File: src/pkg/frcc_cfg.svh
// register offsets, field positions, reset values and timing counts for the capture/compare timer
// assumes inclusion by bare name from the package and the core
`ifndef FRCC_CFG_SVH
`define FRCC_CFG_SVH
`define FRCC_ADDR_W        4
`define FRCC_OFS_CTL0      4'h0
`define FRCC_OFS_CTL1      4'h1
`define FRCC_OFS_OPT       4'h2
`define FRCC_OFS_EDGE      4'h3
`define FRCC_OFS_CCR0      4'h4
`define FRCC_OFS_CCR1      4'h5
`define FRCC_OFS_CNT       4'h6
`define FRCC_OFS_PINS      4'h7
`define FRCC_CTL0_RUN_BIT  7
`define FRCC_CTL0_CKS_LSB  0
`define FRCC_CTL1_MD_LSB   0
`define FRCC_OPT_WRAP_BIT  0
`define FRCC_OPT_CCS0_BIT  4
`define FRCC_OPT_CCS1_BIT  5
`define FRCC_EDGE_IN0_LSB  0
`define FRCC_EDGE_IN1_LSB  2
`define FRCC_MODE_FREE     3'h5
`define FRCC_CNT_MAX       16'hFFFF
`define FRCC_CNT_ZERO      16'h0000
`define FRCC_CNT_IDLE      16'hFFFF
`define FRCC_RST_REG       16'h0000
`define FRCC_CAPTURE_EN    1'b1
`endif

File: src/pkg/frcc_pkg.sv
// types for the free-running capture/compare timer channel
// assumes the constants header sits beside it
`include "frcc_cfg.svh"
package frcc_pkg;
    typedef logic [15:0] frcc_word_t;
    typedef logic [`FRCC_ADDR_W-1:0] frcc_addr_t;
    typedef enum logic [1:0] {
        FRCC_EDGE_NONE = 2'b00,
        FRCC_EDGE_RISE = 2'b01,
        FRCC_EDGE_FALL = 2'b10,
        FRCC_EDGE_BOTH = 2'b11
    } frcc_edge_t;
    typedef enum logic [0:0] {
        FRCC_ST_IDLE = 1'b0,
        FRCC_ST_RUN  = 1'b1
    } frcc_state_t;
endpackage

File: src/core/frcc_timer.sv
// free-running capture/compare timer channel with plain register port
// assumes capture inputs are synchronous to ref_clk and software keeps its side
//
// The address map and strobed register access were chosen for this implementation.
`timescale 1ns/100ps
`default_nettype none
`include "frcc_cfg.svh"
// Operation
// RULE1: mode field 101 selects free run; counting begins when run bit is one.
// RULE2: each capcmp register is compare or capture by its own select bit.
// RULE3: compare exists always; capture only when the channel has capture support.
// RULE4: enabling counting inverts both timer outputs.
// RULE5: counter matching a compare register raises its irq and inverts outputs.
// RULE6: for compare value D the match effect happens when counter reaches D+1.
// RULE7: after FFFFH next count tick raises wrap irq, counter wraps to zero.
// RULE8: each wrap sets sticky wrap flag until software clears it.
// RULE9: software checks wrap flag is one before clearing it.
// RULE10: compare writes take effect immediately, no buffering.
// RULE11: valid capture edge latches counter and raises capture irq.
// RULE12: capture never clears or stops the counter.
// RULE13: live counter value is readable through count readback register.
// RULE14: software sets unused capture input edges to none.
// RULE15: shared pin functions are used one at a time by software.
// RULE16: interval software loads D-1 then adds D modulo 10000H.
// RULE17: pulse width is difference of consecutive capture reads.
// RULE18: with one wrap, width is 10000H plus new minus old.
// RULE19: with two captures, software keeps one wrap mark per register.
module frcc_timer #(
    parameter bit HAS_CAPTURE = `FRCC_CAPTURE_EN
) (
    input  wire logic                ref_clk,
    input  wire logic                reset_n,
    input  wire frcc_pkg::frcc_addr_t addr,
    input  wire logic [15:0]         wdata,
    input  wire logic                wr,
    input  wire logic                rd,
    output logic [15:0]              rdata,
    input  wire logic                capture_in0,
    input  wire logic                capture_in1,
    output logic                     timer_out0,
    output logic                     timer_out1,
    output logic [1:0]               capcmp_irq,
    output logic                     wrap_irq
);
    import frcc_pkg::*;

    logic [7:0]  timer_control_reg0_q, timer_control_reg0_d;
    logic [2:0]  mode_q, mode_d;
    logic [1:0]  sel_q, sel_d;
    logic        wrap_flag_q, wrap_flag_d;
    logic [3:0]  edge_q, edge_d;
    frcc_word_t  capcmp_q [2];
    frcc_word_t  capcmp_d [2];
    frcc_word_t  cnt_q, cnt_d;
    frcc_state_t st_q, st_d;
    logic        out0_d, out1_d;
    logic [1:0]  irq_d;
    logic        wrap_irq_d;
    logic [15:0] rdata_d;
    logic [1:0]  cin_q;
    logic [1:0]  cap_hit;
    logic [1:0]  cmp_hit;
    logic        tick;
    logic        running;
    logic        count_run_bit;
    logic        start;
    logic        wrap_ev;
    logic        armed_q, armed_d;   // set once the counter has shown a counted value

    // a capture edge of the selected kind, decoded for both inputs
    function automatic logic edge_hit(input logic [1:0] sel, input logic prev, input logic cur);
        edge_hit = (sel[0] && !prev && cur) || (sel[1] && prev && !cur);
    endfunction

    assign count_run_bit = timer_control_reg0_q[`FRCC_CTL0_RUN_BIT];
    assign running = count_run_bit && (mode_q == `FRCC_MODE_FREE); // RULE1
    assign start   = (st_q == FRCC_ST_IDLE) && running;
    // the parked FFFF before the first tick is no wrap, so no overflow at start
    assign wrap_ev = tick && (st_q == FRCC_ST_RUN) && armed_q && (cnt_q == `FRCC_CNT_MAX);

    frcc_prescale u_pre (
        .ref_clk (ref_clk),
        .reset_n (reset_n),
        .run     (running),
        .sel     (timer_control_reg0_q[`FRCC_CTL0_CKS_LSB +: 3]),
        .tick    (tick)
    );

    // per-unit match and capture detection
    genvar gi;
    generate
        for (gi = 0; gi < 2; gi++) begin : g_unit
            // compare on the current count so the effect lands as counter shows D+1
            assign cmp_hit[gi] = !sel_q[gi] && tick && (st_q == FRCC_ST_RUN)
                                 && (cnt_q == capcmp_q[gi]); // RULE5 RULE6 RULE10
            assign cap_hit[gi] = HAS_CAPTURE && sel_q[gi] && (st_q == FRCC_ST_RUN)
                                 && edge_hit(edge_q[2*gi +: 2], cin_q[gi],
                                             gi == 0 ? capture_in0 : capture_in1); // RULE3 RULE11
        end
    endgenerate

    // next-state logic for counter, registers, outputs and read port
    always_comb begin
        timer_control_reg0_d = timer_control_reg0_q;
        mode_d      = mode_q;
        sel_d       = sel_q;
        edge_d      = edge_q;
        capcmp_d[0] = capcmp_q[0];
        capcmp_d[1] = capcmp_q[1];
        cnt_d       = cnt_q;
        st_d        = st_q;
        out0_d      = timer_out0;
        out1_d      = timer_out1;
        irq_d       = 2'b00;
        wrap_irq_d  = 1'b0;
        wrap_flag_d = wrap_flag_q;
        armed_d     = armed_q;
        rdata_d     = 16'h0000;
        case (st_q)
            FRCC_ST_IDLE: begin
                cnt_d = `FRCC_CNT_IDLE;
                armed_d = 1'b0;
                if (running) begin
                    st_d   = FRCC_ST_RUN;
                    out0_d = !timer_out0; // RULE4
                    out1_d = !timer_out1; // RULE4
                end
            end
            FRCC_ST_RUN: begin
                if (!running) begin
                    st_d  = FRCC_ST_IDLE;
                    cnt_d = `FRCC_CNT_IDLE;
                    armed_d = 1'b0;
                end else if (tick) begin
                    cnt_d = cnt_q + 16'h0001; // RULE7 RULE12
                    armed_d = 1'b1; // RULE7
                end
            end
            default: st_d = FRCC_ST_IDLE;
        endcase
        if (wrap_ev) begin
            wrap_irq_d = 1'b1; // RULE7
        end
        if (|cmp_hit) begin
            out0_d = !out0_d; // RULE5
            out1_d = !out1_d; // RULE5
        end
        // software writes; the wrap flag write is a clear only
        if (wr) begin
            if (addr == `FRCC_OFS_CTL0) begin
                timer_control_reg0_d = wdata[7:0];
            end else if (addr == `FRCC_OFS_CTL1) begin
                mode_d = wdata[`FRCC_CTL1_MD_LSB +: 3];
            end else if (addr == `FRCC_OFS_OPT) begin
                sel_d = {wdata[`FRCC_OPT_CCS1_BIT], wdata[`FRCC_OPT_CCS0_BIT]}; // RULE2
                if (!wdata[`FRCC_OPT_WRAP_BIT]) begin
                    wrap_flag_d = 1'b0;
                end
            end else if (addr == `FRCC_OFS_EDGE) begin
                edge_d = wdata[3:0];
            end else if (addr == `FRCC_OFS_CCR0) begin
                capcmp_d[0] = wdata; // RULE10
            end else if (addr == `FRCC_OFS_CCR1) begin
                capcmp_d[1] = wdata; // RULE10
            end
        end
        // hardware set beats a simultaneous software clear
        if (wrap_ev) begin
            wrap_flag_d = 1'b1; // RULE8
        end
        for (int i = 0; i < 2; i++) begin
            if (cmp_hit[i] || cap_hit[i]) begin
                irq_d[i] = 1'b1;
            end
            if (cap_hit[i]) begin
                capcmp_d[i] = cnt_q; // RULE11 RULE12
            end
        end
        if (rd) begin
            if (addr == `FRCC_OFS_CTL0) begin
                rdata_d = {8'h00, timer_control_reg0_q};
            end else if (addr == `FRCC_OFS_CTL1) begin
                rdata_d = {13'h0000, mode_q};
            end else if (addr == `FRCC_OFS_OPT) begin
                rdata_d = {10'h000, sel_q, 3'h0, wrap_flag_q};
            end else if (addr == `FRCC_OFS_EDGE) begin
                rdata_d = {12'h000, edge_q};
            end else if (addr == `FRCC_OFS_CCR0) begin
                rdata_d = capcmp_q[0];
            end else if (addr == `FRCC_OFS_CCR1) begin
                rdata_d = capcmp_q[1];
            end else if (addr == `FRCC_OFS_CNT) begin
                rdata_d = cnt_q; // RULE13
            end else if (addr == `FRCC_OFS_PINS) begin
                rdata_d = {14'h0000, timer_out1, timer_out0};
            end else begin
                rdata_d = 16'h0000;
            end
        end
    end

    // registers only; all outputs come straight from flip-flops
    always_ff @(posedge ref_clk or negedge reset_n) begin
        if (!reset_n) begin
            timer_control_reg0_q <= 8'h00;
            mode_q      <= 3'h0;
            sel_q       <= 2'b00;
            edge_q      <= 4'h0;
            capcmp_q[0] <= `FRCC_RST_REG;
            capcmp_q[1] <= `FRCC_RST_REG;
            cnt_q       <= `FRCC_CNT_IDLE;
            st_q        <= FRCC_ST_IDLE;
            wrap_flag_q <= 1'b0;
            timer_out0  <= 1'b0;
            timer_out1  <= 1'b0;
            capcmp_irq  <= 2'b00;
            wrap_irq    <= 1'b0;
            rdata       <= 16'h0000;
            cin_q       <= 2'b00;
            armed_q     <= 1'b0;
        end else begin
            timer_control_reg0_q <= timer_control_reg0_d;
            mode_q      <= mode_d;
            sel_q       <= sel_d;
            edge_q      <= edge_d;
            capcmp_q[0] <= capcmp_d[0];
            capcmp_q[1] <= capcmp_d[1];
            cnt_q       <= cnt_d;
            st_q        <= st_d;
            wrap_flag_q <= wrap_flag_d;
            timer_out0  <= out0_d;
            timer_out1  <= out1_d;
            capcmp_irq  <= irq_d;
            wrap_irq    <= wrap_irq_d;
            rdata       <= rdata_d;
            cin_q       <= {capture_in1, capture_in0};
            armed_q     <= armed_d;
        end
    end

    // checks
    property p_start_inv;
        @(posedge ref_clk) disable iff (!reset_n)
        start |=> (timer_out0 != $past(timer_out0)) && (timer_out1 != $past(timer_out1));
    endproperty
    a_start_inv: assert property (p_start_inv) else $error("outputs not inverted at start"); // RULE4
    property p_mode;
        @(posedge ref_clk) disable iff (!reset_n)
        (st_q == FRCC_ST_IDLE) && !(count_run_bit && mode_q == `FRCC_MODE_FREE)
            |=> st_q == FRCC_ST_IDLE;
    endproperty
    a_mode: assert property (p_mode) else $error("counter ran outside free mode"); // RULE1
    property p_match;
        @(posedge ref_clk) disable iff (!reset_n)
        cmp_hit[0] |=> capcmp_irq[0] && (cnt_q == $past(capcmp_q[0]) + 16'h0001);
    endproperty
    a_match: assert property (p_match) else $error("match irq not at D+1"); // RULE5 RULE6
    property p_match_out;
        @(posedge ref_clk) disable iff (!reset_n)
        (cmp_hit != 2'b00) && !start |=> timer_out0 != $past(timer_out0);
    endproperty
    a_match_out: assert property (p_match_out) else $error("match did not invert"); // RULE5
    property p_wrap;
        @(posedge ref_clk) disable iff (!reset_n)
        wrap_ev |=> wrap_irq && wrap_flag_q && (cnt_q == `FRCC_CNT_ZERO);
    endproperty
    a_wrap: assert property (p_wrap) else $error("wrap not handled"); // RULE7 RULE8
    property p_sticky;
        @(posedge ref_clk) disable iff (!reset_n)
        wrap_flag_q && !(wr && addr == `FRCC_OFS_OPT) |=> wrap_flag_q;
    endproperty
    a_sticky: assert property (p_sticky) else $error("wrap flag dropped"); // RULE8
    property p_cap;
        @(posedge ref_clk) disable iff (!reset_n)
        cap_hit[0] |=> capcmp_irq[0] && (capcmp_q[0] == $past(cnt_q));
    endproperty
    a_cap: assert property (p_cap) else $error("capture not latched"); // RULE11
    property p_cap_run;
        @(posedge ref_clk) disable iff (!reset_n)
        (cap_hit != 2'b00) && running && tick |=> cnt_q == $past(cnt_q) + 16'h0001;
    endproperty
    a_cap_run: assert property (p_cap_run) else $error("capture disturbed counter"); // RULE12
    property p_cnt_read;
        @(posedge ref_clk) disable iff (!reset_n)
        rd && addr == `FRCC_OFS_CNT |=> rdata == $past(cnt_q);
    endproperty
    a_cnt_read: assert property (p_cnt_read) else $error("bad count readback"); // RULE13
    property p_ccr_write;
        @(posedge ref_clk) disable iff (!reset_n)
        wr && addr == `FRCC_OFS_CCR0 && !cap_hit[0] |=> capcmp_q[0] == $past(wdata);
    endproperty
    a_ccr_write: assert property (p_ccr_write) else $error("compare write lost"); // RULE10
    property p_match1;
        @(posedge ref_clk) disable iff (!reset_n)
        cmp_hit[1] |=> capcmp_irq[1] && (cnt_q == $past(capcmp_q[1]) + 16'h0001);
    endproperty
    a_match1: assert property (p_match1) else $error("unit 1 match irq not at D+1"); // RULE5 RULE6
    property p_first_tick;
        @(posedge ref_clk) disable iff (!reset_n)
        (st_q == FRCC_ST_RUN) && running && tick && !armed_q
            |=> !wrap_irq && (cnt_q == `FRCC_CNT_ZERO);
    endproperty
    a_first_tick: assert property (p_first_tick) else $error("overflow raised at start"); // RULE7
    c_wrap:  cover property (@(posedge ref_clk) disable iff (!reset_n) wrap_ev);
    c_match: cover property (@(posedge ref_clk) disable iff (!reset_n) cmp_hit[1]);
    c_cap:   cover property (@(posedge ref_clk) disable iff (!reset_n) cap_hit[0]);
    c_start: cover property (@(posedge ref_clk) disable iff (!reset_n) start);
    c_clear: cover property (@(posedge ref_clk) disable iff (!reset_n)
                             wrap_flag_q && wr && (addr == `FRCC_OFS_OPT) && !wdata[0]);
endmodule // frcc_timer
`default_nettype wire

File: src/core/frcc_prescale.sv
// count clock divider: one-cycle enable pulse every 2**sel reference cycles
// assumes a single reference clock; sel may change at any time
`timescale 1ns/100ps
`default_nettype none
module frcc_prescale (
    input  wire logic       ref_clk,
    input  wire logic       reset_n,
    input  wire logic       run,
    input  wire logic [2:0] sel,
    output logic            tick
);
    import frcc_pkg::*;
    logic [7:0] div_q;
    logic [7:0] div_d;
    logic       tick_d;

    // divider restarts when counting stops so the first tick follows run cleanly
    always_comb begin
        div_d  = run ? div_q + 8'h01 : 8'h00;
        tick_d = run && ((div_q & ((8'h01 << sel) - 8'h01)) == ((8'h01 << sel) - 8'h01));
    end

    always_ff @(posedge ref_clk or negedge reset_n) begin
        if (!reset_n) begin
            div_q <= 8'h00;
            tick  <= 1'b0;
        end else begin
            div_q <= div_d;
            tick  <= tick_d;
        end
    end
endmodule // frcc_prescale
`default_nettype wire

File: config.mk
export PLATFORM = sky130hd
export DESIGN_NAME = frcc_timer
export DESIGN_NICKNAME = d
export VERILOG_FILES = /design/src/pkg/frcc_pkg.sv /design/src/core/frcc_timer.sv /design/src/core/frcc_prescale.sv
export VERILOG_INCLUDE_DIRS = /design/src /design/src/pkg
export SDC_FILE = /design/constraint.sdc
export NUM_CORES = 1
export LEC_CHECK = 0
export ABC_AREA = 1
export BUFFER_PORTS_ARGS = -buffer_cell sky130_fd_sc_hd__buf_2
export CAP_MARGIN = 10
export CORE_UTILIZATION = 30
export CTS_BUF_LIST = sky130_fd_sc_hd__clkbuf_16
export CTS_CLUSTER_DIAMETER = 40
export DETAILED_ROUTE_END_ITERATION = 12
export GPL_TIMING_DRIVEN = 0
export PLACE_DENSITY = 0.44
export REMOVE_ABC_BUFFERS = 1
export SYNTH_ARGS = -nofsm -noshare
export SYNTH_HDL_FRONTEND = slang
export SYNTH_HIERARCHICAL = 1
export SYNTH_SLANG_ARGS = --single-unit
File: constraint.sdc
create_clock -name ref_clk -period 2.11 [get_ports ref_clk]
set_clock_uncertainty 0.1 [all_clocks]
set_input_delay 0.422 -clock ref_clk [delete_from_list [all_inputs] [get_ports ref_clk]]
set_output_delay 0.422 -clock ref_clk [all_outputs]
set_load 0.01 [all_outputs]
# Word-level counts from Yosys, hierarchy flattened
# Cells that the tools add are included.
dict set report totals {
  elab_cells 146
  ff_bits 100
}
dict set report op_classes {
  bitwise_logic 5
  mux 42
  n_reduce_logical 52
  n_addsub 3
  n_eq_ne 25
  n_shift 1
}
# cell count
set ops {}
lappend ops {{2-to-1 mux 16 bit} 15}
lappend ops {{2-to-1 mux 32 bit} 5}
lappend ops {{== test 16 bit} 2}
lappend ops {{one-hot mux 16 bit (2 select lines)} 1}
lappend ops {{logical AND 1 bit} 23}
lappend ops {{!= test 2 bit, second input constant} 11}
lappend ops {{2-to-1 mux 1 bit} 18}
lappend ops {{adder 16 x 1 -> 16 bit, second input constant} 1}
lappend ops {{== test 16 bit, second input constant} 1}
lappend ops {{== test 4 x 3 -> 1 bit, second input constant} 4}
lappend ops {{nonzero test 2 bit} 6}
lappend ops {{logical NOT 1 bit} 10}
lappend ops {{AND reduction 5 bit} 2}
lappend ops {{adder 8 x 1 -> 8 bit, second input constant} 1}
lappend ops {{AND 8 bit} 1}
lappend ops {{== test 4 x 2 -> 1 bit, second input constant} 2}
lappend ops {{== test 8 bit} 1}
lappend ops {{2-to-1 mux 8 bit} 1}
lappend ops {{left shift 1 x 3 -> 8 bit, first input constant} 1}
lappend ops {{subtractor 8 x 1 -> 8 bit, second input constant} 1}
lappend ops {{AND reduction 7 bit} 1}
lappend ops {{AND reduction 6 bit} 1}
lappend ops {{== test 4 x 1 -> 1 bit, second input constant} 1}
lappend ops {{logical NOT 4 bit} 1}
lappend ops {{other kinds (11)} 17}

# Logic depth before layout (Yosys ltp)
# Gate-level depths: netlist of the first run.
dict set report depth {
  depth_word 10
  depth_mapped 11
  depth_no_buf 10
}

# Hierarchy
# The synthesis of the first run kept the hierarchy.
# module cells_per_inst area_each_um2 seq_area_each_um2 instances
set by_module_without_submodules {}
lappend by_module_without_submodules {frcc_timer 612 4998.5 2297.2 1}
lappend by_module_without_submodules {frcc_prescale 54 401.6 200.2 1}

# Worst setup path after synthesis of the first run
# OpenSTA, ideal clock, no wires.
dict set report synth_timing {
  path_type {flip-flop to flip-flop}
  startpoint {reg cnt_q[0]}
  endpoint {reg cnt_q[12]}
  required_ns 1.924
  t_arrival_ns 1.359
  setup_slack_ns 0.565
  setup_ns 0.086
  path_stages_with_launch 9
  n_path_buf 0
  period_less_slack_ns 1.545
  cell_sequence {dfstp_2 > ha_1 > nand3_1 > nor3_2 > nand2_1 > clkinv_1 > nand2_1 > o21ai_0 > nand3_1}
}
dict set report synth_between {
  elab_chain_len 4
}
# item line_no
set synth_rtl {}
lappend synth_rtl {{from (decl)} frcc_timer.sv:54} ;# frcc_word_t cnt_q, cnt_d;
lappend synth_rtl {{from (signal assigned)} frcc_timer.sv:211} ;# cnt_q <= `FRCC_CNT_IDLE;
lappend synth_rtl {{from (signal assigned)} frcc_timer.sv:228} ;# cnt_q <= cnt_d;
lappend synth_rtl {{adder 16 x 1 -> 16 bit} frcc_timer.sv:135} ;# cnt_d = cnt_q + 16'h0001;
lappend synth_rtl {{2-to-1 mux 16 bit} frcc_timer.sv:134} ;# end else if (tick) begin
lappend synth_rtl {{2-to-1 mux 16 bit} frcc_timer.sv:130} ;# if (!running) begin
lappend synth_rtl {{one-hot mux 16 bit (2 select lines)} frcc_timer.sv:119} ;# case (st_q)
# No other way between the ends. The select of a mux whose other input is x is not followed.
# A chain may end at the register's enable or synchronous reset.

# Worst setup path in the final report of the first run
dict set report layout_timing {
  startpoint {reg st_q}
  endpoint {reg capcmp_q[27] (netlist bit)}
}
dict set report layout_between {
  elab_chain_len 4
  elab_cells_between_ends 10
  cone_classes {eq/ne (4); mux (1); reduce/logical (5)}
}
# item line_no
set layout_rtl {}
lappend layout_rtl {{from (decl)} frcc_timer.sv:55} ;# frcc_state_t st_q, st_d;
lappend layout_rtl {{from (signal assigned)} frcc_timer.sv:229} ;# st_q <= st_d;
lappend layout_rtl {{logical AND 1 bit *} frcc_timer.sv:96} ;# assign cap_hit[gi] = HAS_CAPTURE && sel_q[gi] && (st_q == FRCC_ST_RUN)
lappend layout_rtl {{logical AND 1 bit *} frcc_timer.sv:97} ;# && edge_hit(edge_q[2*gi +: 2], cin_q[gi],
lappend layout_rtl {{!= test 2 bit (no line) / nonzero test 2 bit (equally long branches)} --}
lappend layout_rtl {{AND reduction 6 bit (no line)} --}
lappend layout_rtl {{to (decl)} frcc_timer.sv:52} ;# frcc_word_t capcmp_q [2];
# Every way passes the cells marked *; elsewhere a longest branch is shown, timed or not.

==> run summary, run 1 <==
height of the die: 136 um
clk_lat worst skew: 0.35 ns
# setup viols final: 0
Slew Limit Fails: 0
largest net degree at the start of global routing: 67
Ys Warns: 6
final period utilization: 99.6%
Total Power: 4.95 mW
Initial Utilization: 31.0%
commonest cells in the netlist: 165 x nand2_1, 83 x dfrtp_1, 79 x inv_1
cells after synthesis: 666
number of global-route vias before repair: 4662
status: completed
register share of total power: 49.2%
Reg2Reg Launch Point: st_q$_DFF_PN0_
Compound-Gate Fraction of Synth Area: 15.9%
P_leak: 3.02 nW
n_diodes: 0
syn avg cell area: 8.11 sq um
CTS tree: built
first-pass GRT wire length: 26300 um
EDFF count, synth: 0
Die X: 136 um
startpoint types: register
first-iteration detailed-routing DRC count: 283
ys async rst share: 100%
final std cells w/o fill: 938
clock transition at the registers of the reported paths: 0.07 ns
Core Region: 17400 sq um
Data required, critical path: 2.25 ns
mux contribution to synthesized area: 0.417%
port bufs: 46
worst-path fanout max: 19
ratio of total power to cell area: 800 nW/um^2
share of cells above drive strength 1: 18.9%
root buf cell: clkbuf_16
post-route cell area: 6180 sq um
switch share: 31.6%
register area share after synthesis: 46.2%
smallest hold slack: 0.110 ns
dpl cell area: 5820 sq um
Reg2Reg Capture Point: capcmp_q[27]$_DFFE_PN0P_
Seq cells post-synth: 99
Slew HR: 54.7%
WP buf/inv: 1
peak supply drop: 0.367 mV
vias: 4778
Clk network pwr share: 30.4%
Num CTS Buffers: 9
Detailed Route WL: 17300 um
r2r setup slk: 0.008 ns
antenna-violating nets left: 0
post-synth top area share: 38.5%
Synth area leaders: dfrtp_1 38%, nand2_1 11%, dfstp_2 7.8%
CP top delay family: simple AND/OR/NAND/NOR gates
Die ar.: 18500 sq um
Synth Flop Type: dfrtp_1
Hold Path Class: in -> reg
CP endpoint kind: register
Sw Pwr: 1.56 mW
Yosys top cell by area: dfrtp_1
Post-Place Cells: 916
RSZ-0062 raised after global routing: no
crit path DAT: 2.24 ns
WS Path Type: reg -> reg
number of fill cells in the layout: 1838
fin crit period: 2.10 ns
crit-path max cell delay: 0.59 ns
Worst setup startpoint: st_q$_DFF_PN0_
largest family of logic cells by synthesized area: simple AND/OR/NAND/NOR gates
Hold Path End: cin_q[1]$_DFF_PN0_
DRC viols: 0
Vias/cell: 5.09
GP Congestion: 0.818
combinational cell fraction of total power: 20.4%
most frequent cell after synthesis: nand2_1
Yosys cell types: 40
Final nets: 737
Hold Vio Cnt, Final: 0
1st-pass router iterations: 5
storage element area: 2500 sq um
initial antenna violation count: 0
dpl hpwl: 11600 um
GRT overflow: 0
footprint of the multi-input gates: 2520 sq um
Adder-Cell Fraction of Synth Area: 0.463%
area delta synth->final: 14.5%
H-tree levels: 3
maximum clock insertion buffer count: 2
fmax: 476 MHz
Worst Max-Slew Pin Slew: 0.678 ns
I/O Pins: 47
Hold Startpoint: capture_in1
cell area after synthesis: 5400 sq um
Synth Area in XOR/XNOR: 1.46%
CTS Sinks: 99
max_cap viols: 0
Crit-path slowest cell: nand3_2
routed len/inst: 18.4 um
Cells on Worst Hold Path: 1
Int Power: 3.38 mW
R2R depth: 4
post-synthesis simple-gate area fraction: 27.0%
number of core rows: 48
gr usage total: 19.0%
CP Cell Sequence: inv_1 -> nor2_2 -> nand3_2 -> o221ai_1
per-stage QoR:
step           worst slack, ns  TNS (ns)  utilization, %
6_report               0.00792         0            35.5
5_1_grt                 0.0125         0            35.5
4_1_cts                 0.0804         0            35.1
3_5_place_dp            -0.419    -10.69            33.4
3_3_place_gp             -1.06    -84.42            33.2
2_1_floorplan           0.0395         0               -
sequential cells by signal, summed over array words and instances (netlist names):
| register | count |
|---|---|
| sel_q | 2 |
| timer_out1 | 1 |
| wrap_flag_q | 1 |
| st_q | 1 |
| cnt_q | 16 |
| mode_q | 3 |
| u_pre/tick | 1 |
| cin_q | 2 |
| u_pre/div_q | 7 |
| edge_q | 4 |
| capcmp_q | 32 |
| timer_out0 | 1 |
| armed_q | 1 |
| capcmp_irq | 2 |
| wrap_irq | 1 |
| rdata | 16 |
| timer_control_reg0_q | 8 |
cell type report:
| cell class | instances | area share [%] |
|---|---|---|
| Clock inverter | 6 | 0.445 |
| Inverter | 88 | 5.34 |
| Timing Repair Buffer | 52 | 4.86 |
| Clock buffer | 9 | 3.64 |
| Tap cell | 225 | 4.55 |
| Multi-Input combinational cell | 459 | 40.8 |
| Sequential cell | 99 | 40.4 |
power by group through the flow:
stage,registers [mW],clock network [mW],logic (mW)
2_1_floorplan,2.41,0,0.679
3_3_place_gp,2.45,0,0.972
3_5_place_dp,2.46,0,1.00
4_1_cts,2.43,1.55,1.02
5_1_grt,2.48,1.62,1.16
6_report,2.43,1.50,1.01
worst register-to-register path, stage by stage (launching register included):
cell and delay (ns):
dfrtp_1 0.43, inv_1 0.15, nor2_2 0.30, nand3_2 0.59, o221ai_1 0.42
cell usage in the layout, fill, tap and decap left out, types with 2 or more instances in the layout:
| cell | netlist | routed |
|---|---|---|
| nor2_2 | 3 | 6 |
| buf_4 | 2 | 5 |
| clkinv_2 | 0 | 4 |
| nor2_8 | 3 | 3 |
| nand2_2 | 6 | 5 |
| nand3_1 | 65 | 64 |
| nor3_4 | 1 | 2 |
| inv_2 | 8 | 8 |
| buf_2 | 15 | 45 |
| nand4_1 | 7 | 7 |
| nor2_4 | 2 | 2 |
| mux2_2 | 2 | 2 |
| a21oi_1 | 30 | 30 |
| dfrtp_1 | 83 | 83 |
| xor2_1 | 6 | 6 |
| or2_2 | 2 | 2 |
| inv_1 | 79 | 81 |
| o221ai_1 | 16 | 16 |
| xnor2_1 | 3 | 3 |
| nand2_1 | 165 | 165 |
| clkbuf_16 | 0 | 9 |
| nor3_1 | 3 | 2 |
| nand2_4 | 2 | 2 |
| o21ai_0 | 37 | 35 |
| o2111ai_1 | 2 | 2 |
| ha_1 | 2 | 2 |
| nor2_1 | 53 | 50 |
| nand3_4 | 1 | 4 |
| o21ai_1 | 8 | 10 |
| o211ai_1 | 6 | 6 |
| o22ai_1 | 12 | 12 |
| o221ai_2 | 12 | 12 |
| dfstp_2 | 16 | 16 |
| nor3_2 | 3 | 3 |
worst max path at each step:
stage | end | slack, ns | cells past startpoint
floorplan | capcmp_q[16]$_DFFE_PN0P_ | 0.04 | 5
global placement | capcmp_q[28]$_DFFE_PN0P_ | -1.06 | 6
detailed placement | capcmp_q[0]$_DFFE_PN0P_ | -0.42 | 6
CTS | capcmp_q[3]$_DFFE_PN0P_ | 0.08 | 5
global route | capcmp_q[0]$_DFFE_PN0P_ | 0.01 | 4
finish | capcmp_q[27]$_DFFE_PN0P_ | 0.008 | 4
what timing repair did:
item,CTS,global route
gates resized for setup,6,5
hold buffers,1,0
hold endpoints to repair,33,0
pin swaps,0,3
setup buffers,0,4
endpoints found under the setup margin,37,28
gates cloned,0,2
routing by layer:
layer	routed length, um	global-route usage (%)	vias up
li1	-	-	2306
met1	7950	26.0	2313
met2	8090	30.2	130
met3	759	2.57	29
met4	451	7.22	0
met5	0	0	-
cell families after synthesis:
group           count (synthesis)
compound gates                126
xor+xnor                        9
fa+ha+maj                       2
buf+inv                       110
flops                          99
mux                             2
simple gates                  318
Note: power is estimated with default switching activity, not from simulation.
==> run 2: changes to the inputs <==
MAX_ROUTING_LAYER = met4   (was default)
SKIP_LAST_GASP = 1   (was default)
SYNTH_HIERARCHICAL = default   (was 1)
==> run 2 against run 1 <==
  * Sequential power barely moved
  * Critical path depth rose by 6
  * Routed wire length fell by 7.5%
  * Count of clock-buffer cells in the layout did not move
  * Critical path type unchanged
  * Critical endpoint is now timer_out1$_DFF_PN0_
==> run summary, run 2 <==
RSZ-0062 raised after global routing: no
Die X: 133 um (-2.0%)
ratio of total power to cell area: 832 nW/um^2 (+4.1%)
Yosys top cell by area: dfrtp_1
final period utilization: 94.4% (-5.2 points)
Slew HR: 41.8% (-13 points)
Hold Buf Count CTS: 0 (-1)
Biggest register: capcmp_q
DRC viols: 0 (unchanged)
Seq cells post-synth: 99 (unchanged)
antenna-violating nets left: 0 (unchanged)
CP Cell Sequence: inv_1 -> nand2_1 -> nand2_1 -> nor2_1 -> nand2_1 -> nor2_1 -> nand3_1 -> nand2_1 -> nand2_1 -> nand2_1
max_cap viols: 0 (unchanged)
GRT overflow: 0 (unchanged)
EDFF count, synth: 0 (unchanged)
syn avg cell area: 7.90 sq um (-2.5%)
Slew Limit Fails: 0 (unchanged)
number of global-route vias before repair: 4649 (-0.28%)
ys async rst share: 100% (unchanged)
routed len/inst: 17.3 um (-6.1%)
Vias/cell: 5.10 (+0.20%)
H-tree levels: 3 (unchanged)
clk_lat worst skew: 0.37 ns (+0.02 ns)
Data required, critical path: 2.31 ns (+0.06 ns)
CTS tree: built
first-iteration detailed-routing DRC count: 403 (+42%)
Final nets: 727 (-1.4%)
Initial Utilization: 31.0% (+0.033 points)
Hold Vio Cnt, Final: 0 (unchanged)
n_diodes: 0 (unchanged)
# setup viols final: 0 (unchanged)
vias: 4716 (-1.3%)
Core Region: 16700 sq um (-4.1%)
initial antenna violation count: 0 (unchanged)
commonest cells in the netlist: 178 x nand2_1, 83 x dfrtp_1, 78 x inv_1
height of the die: 133 um (-2.0%)
I/O Pins: 47 (unchanged)
Most common cell on crit path: nand2_1
crit-path max cell delay: 0.58 ns (about the same)
most frequent cell after synthesis: nand2_1
1st-pass router iterations: 5 (unchanged)
startpoint types: register
number of core rows: 47 (-2.1%)
dpl hpwl: 10900 um (-6.0%)
register area share after synthesis: 48.2% (+1.9 points)
area delta synth->final: 15.5%
Die ar.: 17800 sq um (-3.9%)
Synth area leaders: dfrtp_1 40%, nand2_1 13%, dfstp_2 8.1%
Ys Warns: 0 (-6)
CP endpoint kind: register
Synth Flop Type: dfrtp_1
cell area after synthesis: 5180 sq um (-4.0%)
fin crit period: 1.99 ns (-0.109 ns)
fmax: 502 MHz (+5.5%)
Total Power: 4.98 mW (+0.73%)
maximum clock insertion buffer count: 2 (unchanged)
gr usage total: 19.3% (+0.30 points)
post-synth top area share: 40.1% (+1.6 points)
share of cells above drive strength 1: 15.8% (-3.2 points)
Num CTS Buffers: 9 (unchanged)
cells after synthesis: 656 (-1.5%)
commonest non-fill, non-tap cell in the layout: nand2_1
largest net degree at the start of global routing: 56 (-16%)
status: completed
first-pass GRT wire length: 25100 um (-4.4%)
crit path DAT: 2.20 ns (-0.04 ns)
highest-count cells in the layout ignoring fill and taps: 177 x nand2_1, 83 x dfrtp_1, 78 x inv_1, 55 x nand3_1, 54 x nor2_1
Detailed Route WL: 16000 um (-7.5%)
worst-path fanout max: 6 (-13)
root buf cell: clkbuf_16
Yosys cell types: 41 (+2.5%)
P_leak: 3.00 nW (-0.61%)
port bufs: 46 (unchanged)
final worst-path setup slack: 0.117 ns (+0.109 ns)
Post-Place Setup Slack: -0.854 ns (-0.435 ns)
Post-Route Utilization: 35.8% (+0.34 points)
Hold Path Class: in -> async
WS Path Type: reg -> reg
max reg flops: 32 (unchanged)
clock transition at the registers of the reported paths: 0.07 ns (about the same)
Worst Max-Slew Pin Slew: 0.870 ns (+0.192 ns)
GP Congestion: 0.832 (+1.7%)
peak supply drop: 0.367 mV (about the same)
CTS Sinks: 99 (unchanged)
Crit-path slowest cell: dfstp_2
top flop regs: capcmp_q x32, cnt_q x16, rdata x16
## run 2: final timing paths
check	startpoint	end	slack [ns]	cells past startpoint
max	cnt_q[14]$_DFFE_PN1P_	timer_out1$_DFF_PN0_	0.12	10
min	reset_n	capcmp_q[14]$_DFFE_PN0P_	0.02	1
max reg2reg	cnt_q[14]$_DFFE_PN1P_	timer_out1$_DFF_PN0_	0.12	10
min reg2reg	edge_q[0]$_DFFE_PN0P_	edge_q[0]$_DFFE_PN0P_	0.39	2
max in group asynchronous	reset_n	cnt_q[10]$_DFFE_PN1P_	1.14	2
min in group ref_clk	capture_in0	cin_q[0]$_DFF_PN0_	0.09	1
## run 2: repair_timing
| item | in CTS | in global routing |
|---|---|---|
| gates resized for setup | 3 | 6 |
| endpoints found under the setup margin | 32 | 20 |
| pin swaps | 1 | 1 |
| gates cloned | 0 | 1 |
| endpoints found under the hold margin | 0 | 0 |
| setup buffers | 1 | 0 |
## run 2: cell type report
class / count / area [sq um]
Fill cell: 1789 / 10700
Sequential cell: 99 / 2500
Timing Repair Buffer: 49 / 283
Clock buffer: 9 / 225
Multi-Input combinational cell: 455 / 2320
Inverter: 85 / 322
Clock inverter: 7 / 61.3
Tap cell: 220 / 275
## run 2: critical path: cells and delay by family (launching register included)
family / cells / cell delay, ns
buffers and inverters: 1 / 0.13
flip-flops: 1 / 0.58
AND/OR/NAND/NOR: 9 / 1.12
## run 2: power by group
part	switching [mW]	leakage [nW]	total [mW]	internal, mW
logic	0.565	1.63	0.929	0.365
clock network	0.809	0.134	1.63	0.818
registers	0.226	1.23	2.43	2.20
## run 2: kinds of logic after synthesis
kind of cell | synth area share, %
simple gates | 26.4
compound gates | 15.1
buf+inv | 7.87
flops | 48.2
xor+xnor | 1.52
mux | 0.434
fa+ha+maj | 0.483
## run 2: routing by layer
metal / vias to the layer above / routed length (um) / global-route usage, %
li1: 2268 / - / -
met1: 2260 / 6980 / 23.6
met2: 149 / 7410 / 29.6
met3: 39 / 991 / 5.59
met4: 0 / 582 / 8.21
met5: - / 0 / -
## run 2: stage by stage
stage	cells	hold WS (ns)	TNS, ns	area (sq um)
after global placement	904	0.371	-92.36	5600
after floorplan	638	0.0264	-2.01	5100
after global routing	924	0.0781	0	5990
after detailed placement	906	0.376	-18.61	5650
final	924	0.0163	0	5990
after CTS	923	0.0513	0	5960
==> run 3: changes to the inputs <==
HOLD_SLACK_MARGIN = 0.02   (was default)
TNS_END_PERCENT = 5   (was default)
==> run 3 against run 2 <==
  * Global-route usage about the same
  * Largest power group unchanged
  * Highest routed layer unchanged
  * First-iteration DRC count down 11%
  * Flip-flop and latch count unchanged
  * Largest cell class unchanged
  * Core utilization down 0.097 points
  * Critical path type unchanged
==> run summary, run 3 (synthesized netlist as in run 2, its figures left out) <==
status: completed
number of core rows: 47 (unchanged)
maximum clock insertion buffer count: 2 (unchanged)
Crit-path slowest cell: o21ai_1
worst-path fanout max: 17 (+11)
share of cells above drive strength 1: 15.3% (-0.43 points)
crit path DAT: 2.15 ns (-0.05 ns)
Die X: 133 um (unchanged)
Vias/cell: 5.11 (about the same)
storage element area: 2500 sq um (unchanged)
H-tree levels: 3 (unchanged)
Worst Max-Slew Pin Slew: 0.865 ns (-0.00531 ns)
Hold Vio Cnt, Final: 0 (unchanged)
CTS Sinks: 99 (unchanged)
Hold Buf Count CTS: 0 (unchanged)
WS Path Type: reg -> reg
ratio of total power to cell area: 833 nW/um^2 (+0.11%)
GP Congestion: 0.832 (unchanged)
RSZ-0062 raised after global routing: yes
# setup viols final: 0 (unchanged)
P_leak: 2.99 nW (about the same)
routed len/inst: 17.3 um (about the same)
number of global-route vias before repair: 4649 (unchanged)
top flop regs: capcmp_q x32, cnt_q x16, rdata x16
Slew HR: 42.2% (+0.35 points)
root buf cell: clkbuf_16
highest-count cells in the layout ignoring fill and taps: 177 x nand2_1, 83 x dfrtp_1, 78 x inv_1, 55 x nor2_1, 55 x nand3_1
peak supply drop: 0.365 mV (-0.66%)
final period utilization: 96.3% (+1.9 points)
largest net degree at the start of global routing: 56 (unchanged)
max reg flops: 32 (unchanged)
Post-Place Cells: 906 (unchanged)
antenna-violating nets left: 0 (unchanged)
first-iteration detailed-routing DRC count: 359 (-11%)
Detailed Route WL: 16000 um (about the same)
post-route cell area: 5970 sq um (-0.27%)
clock transition at the registers of the reported paths: 0.07 ns (about the same)
clk_lat worst skew: 0.36 ns (about the same)
height of the die: 133 um (unchanged)
crit-path max cell delay: 0.44 ns (-0.14 ns)
Data required, critical path: 2.23 ns (-0.08 ns)
footprint of the multi-input gates: 2310 sq um (-0.70%)
Slew Limit Fails: 0 (unchanged)
fin crit period: 2.03 ns (+0.0399 ns)
DRC viols: 0 (unchanged)
first-pass GRT wire length: 25100 um (about the same)
gr usage total: 19.3% (about the same)
Biggest register: capcmp_q
dpl hpwl: 10900 um (unchanged)
Core Region: 16700 sq um (unchanged)
max_cap viols: 0 (unchanged)
Die ar.: 17800 sq um (unchanged)
CTS tree: built
port bufs: 46 (unchanged)
I/O Pins: 47 (unchanged)
Initial Utilization: 31.0% (unchanged)
area delta synth->final: 15.2%
Hold Path Class: in -> async
1st-pass router iterations: 5 (unchanged)
Num CTS Buffers: 9 (unchanged)
dpl cell area: 5650 sq um (unchanged)
CP endpoint kind: register
initial antenna violation count: 0 (unchanged)
final std cells w/o fill: 924 (unchanged)
CP Cell Sequence: inv_1 -> o21ai_1 -> nand3_4 -> nand2_4 -> o221ai_1
number of fill cells in the layout: 1793 (+0.22%)
commonest non-fill, non-tap cell in the layout: nand2_1
vias: 4719 (+0.064%)
Final nets: 727 (unchanged)
n_diodes: 0 (unchanged)
fmax: 492 MHz (-2.0%)
GRT overflow: 0 (unchanged)
startpoint types: register
==> run 3: critical path, delay by kind of cell, from the launching register on <==
family                 cells  cell delay [ns]
flip-flops                 1             0.36
AND/OR/NAND/NOR            2             0.76
AO/OA/AOI/OAI              2             0.60
buffers and inverters      1             0.06
==> run 3: where the power goes <==
| part | internal (mW) | switching [mW] | leakage, nW | total, mW |
|---|---|---|---|---|
| clock | 0.819 | 0.805 | 0.134 | 1.62 |
| combinational | 0.364 | 0.561 | 1.63 | 0.924 |
| sequential | 2.20 | 0.227 | 1.23 | 2.43 |
| total | 3.38 | 1.59 | 2.99 | 4.97 |
==> run 3: final cells by class <==
type	instances	area share [%]
clock buffer	9	3.77
clock inverter	7	1.03
inverter	85	5.39
multi-input combinational	455	38.6
sequential	99	41.8
tap	220	4.61
timing repair buffer	49	4.74
==> run 3: path summary, 6_finish.rpt <==
kind                                       startpoint                       end  slack [ns]  cells past startpoint
worst max-delay path            edge_q[2]$_DFFE_PN0P_  capcmp_q[14]$_DFFE_PN0P_        0.08                      5
worst min-delay path                          reset_n  capcmp_q[14]$_DFFE_PN0P_        0.02                      1
worst max register to register  edge_q[2]$_DFFE_PN0P_  capcmp_q[14]$_DFFE_PN0P_        0.08                      5
worst min register to register  edge_q[0]$_DFFE_PN0P_     edge_q[0]$_DFFE_PN0P_        0.39                      2
max in group asynchronous                     reset_n     cnt_q[10]$_DFFE_PN1P_        1.14                      2
min in group ref_clk                      capture_in0        cin_q[0]$_DFF_PN0_        0.09                      1
==> run 3: repair_timing <==
action                                  in CTS  in global routing
cloned                                       0                  1
hold endpoints to repair                     0                  0
buffers inserted                             1                  0
pin swaps                                    1                  1
gates resized for setup                      1                  4
endpoints found under the setup margin      32                 20
==> run 3: per-layer routing <==
metal	GRT usage [%]	up-vias	part of all wire, %
met5	-	-	0
met4	8.21	0	3.6
met3	5.59	43	6.4
met2	29.6	167	46
met1	23.6	2242	44
li1	-	2267	-
==> run 3: per-stage QoR <==
stage	TNS, ns	total power [mW]	setup WS [ns]	hold slack, ns	utilization [%]
2_1_floorplan	-2.01	3.04	-0.226	0.0264	-
6_report	0	4.97	0.0773	0.0212	35.7
4_1_cts	-6.77	5.04	-0.444	0.0513	35.6
3_5_place_dp	-18.61	3.38	-0.854	0.376	33.8
5_1_grt	-0.525	5.29	-0.0551	0.0781	35.7
3_3_place_gp	-92.36	3.35	-1.81	0.371	33.5
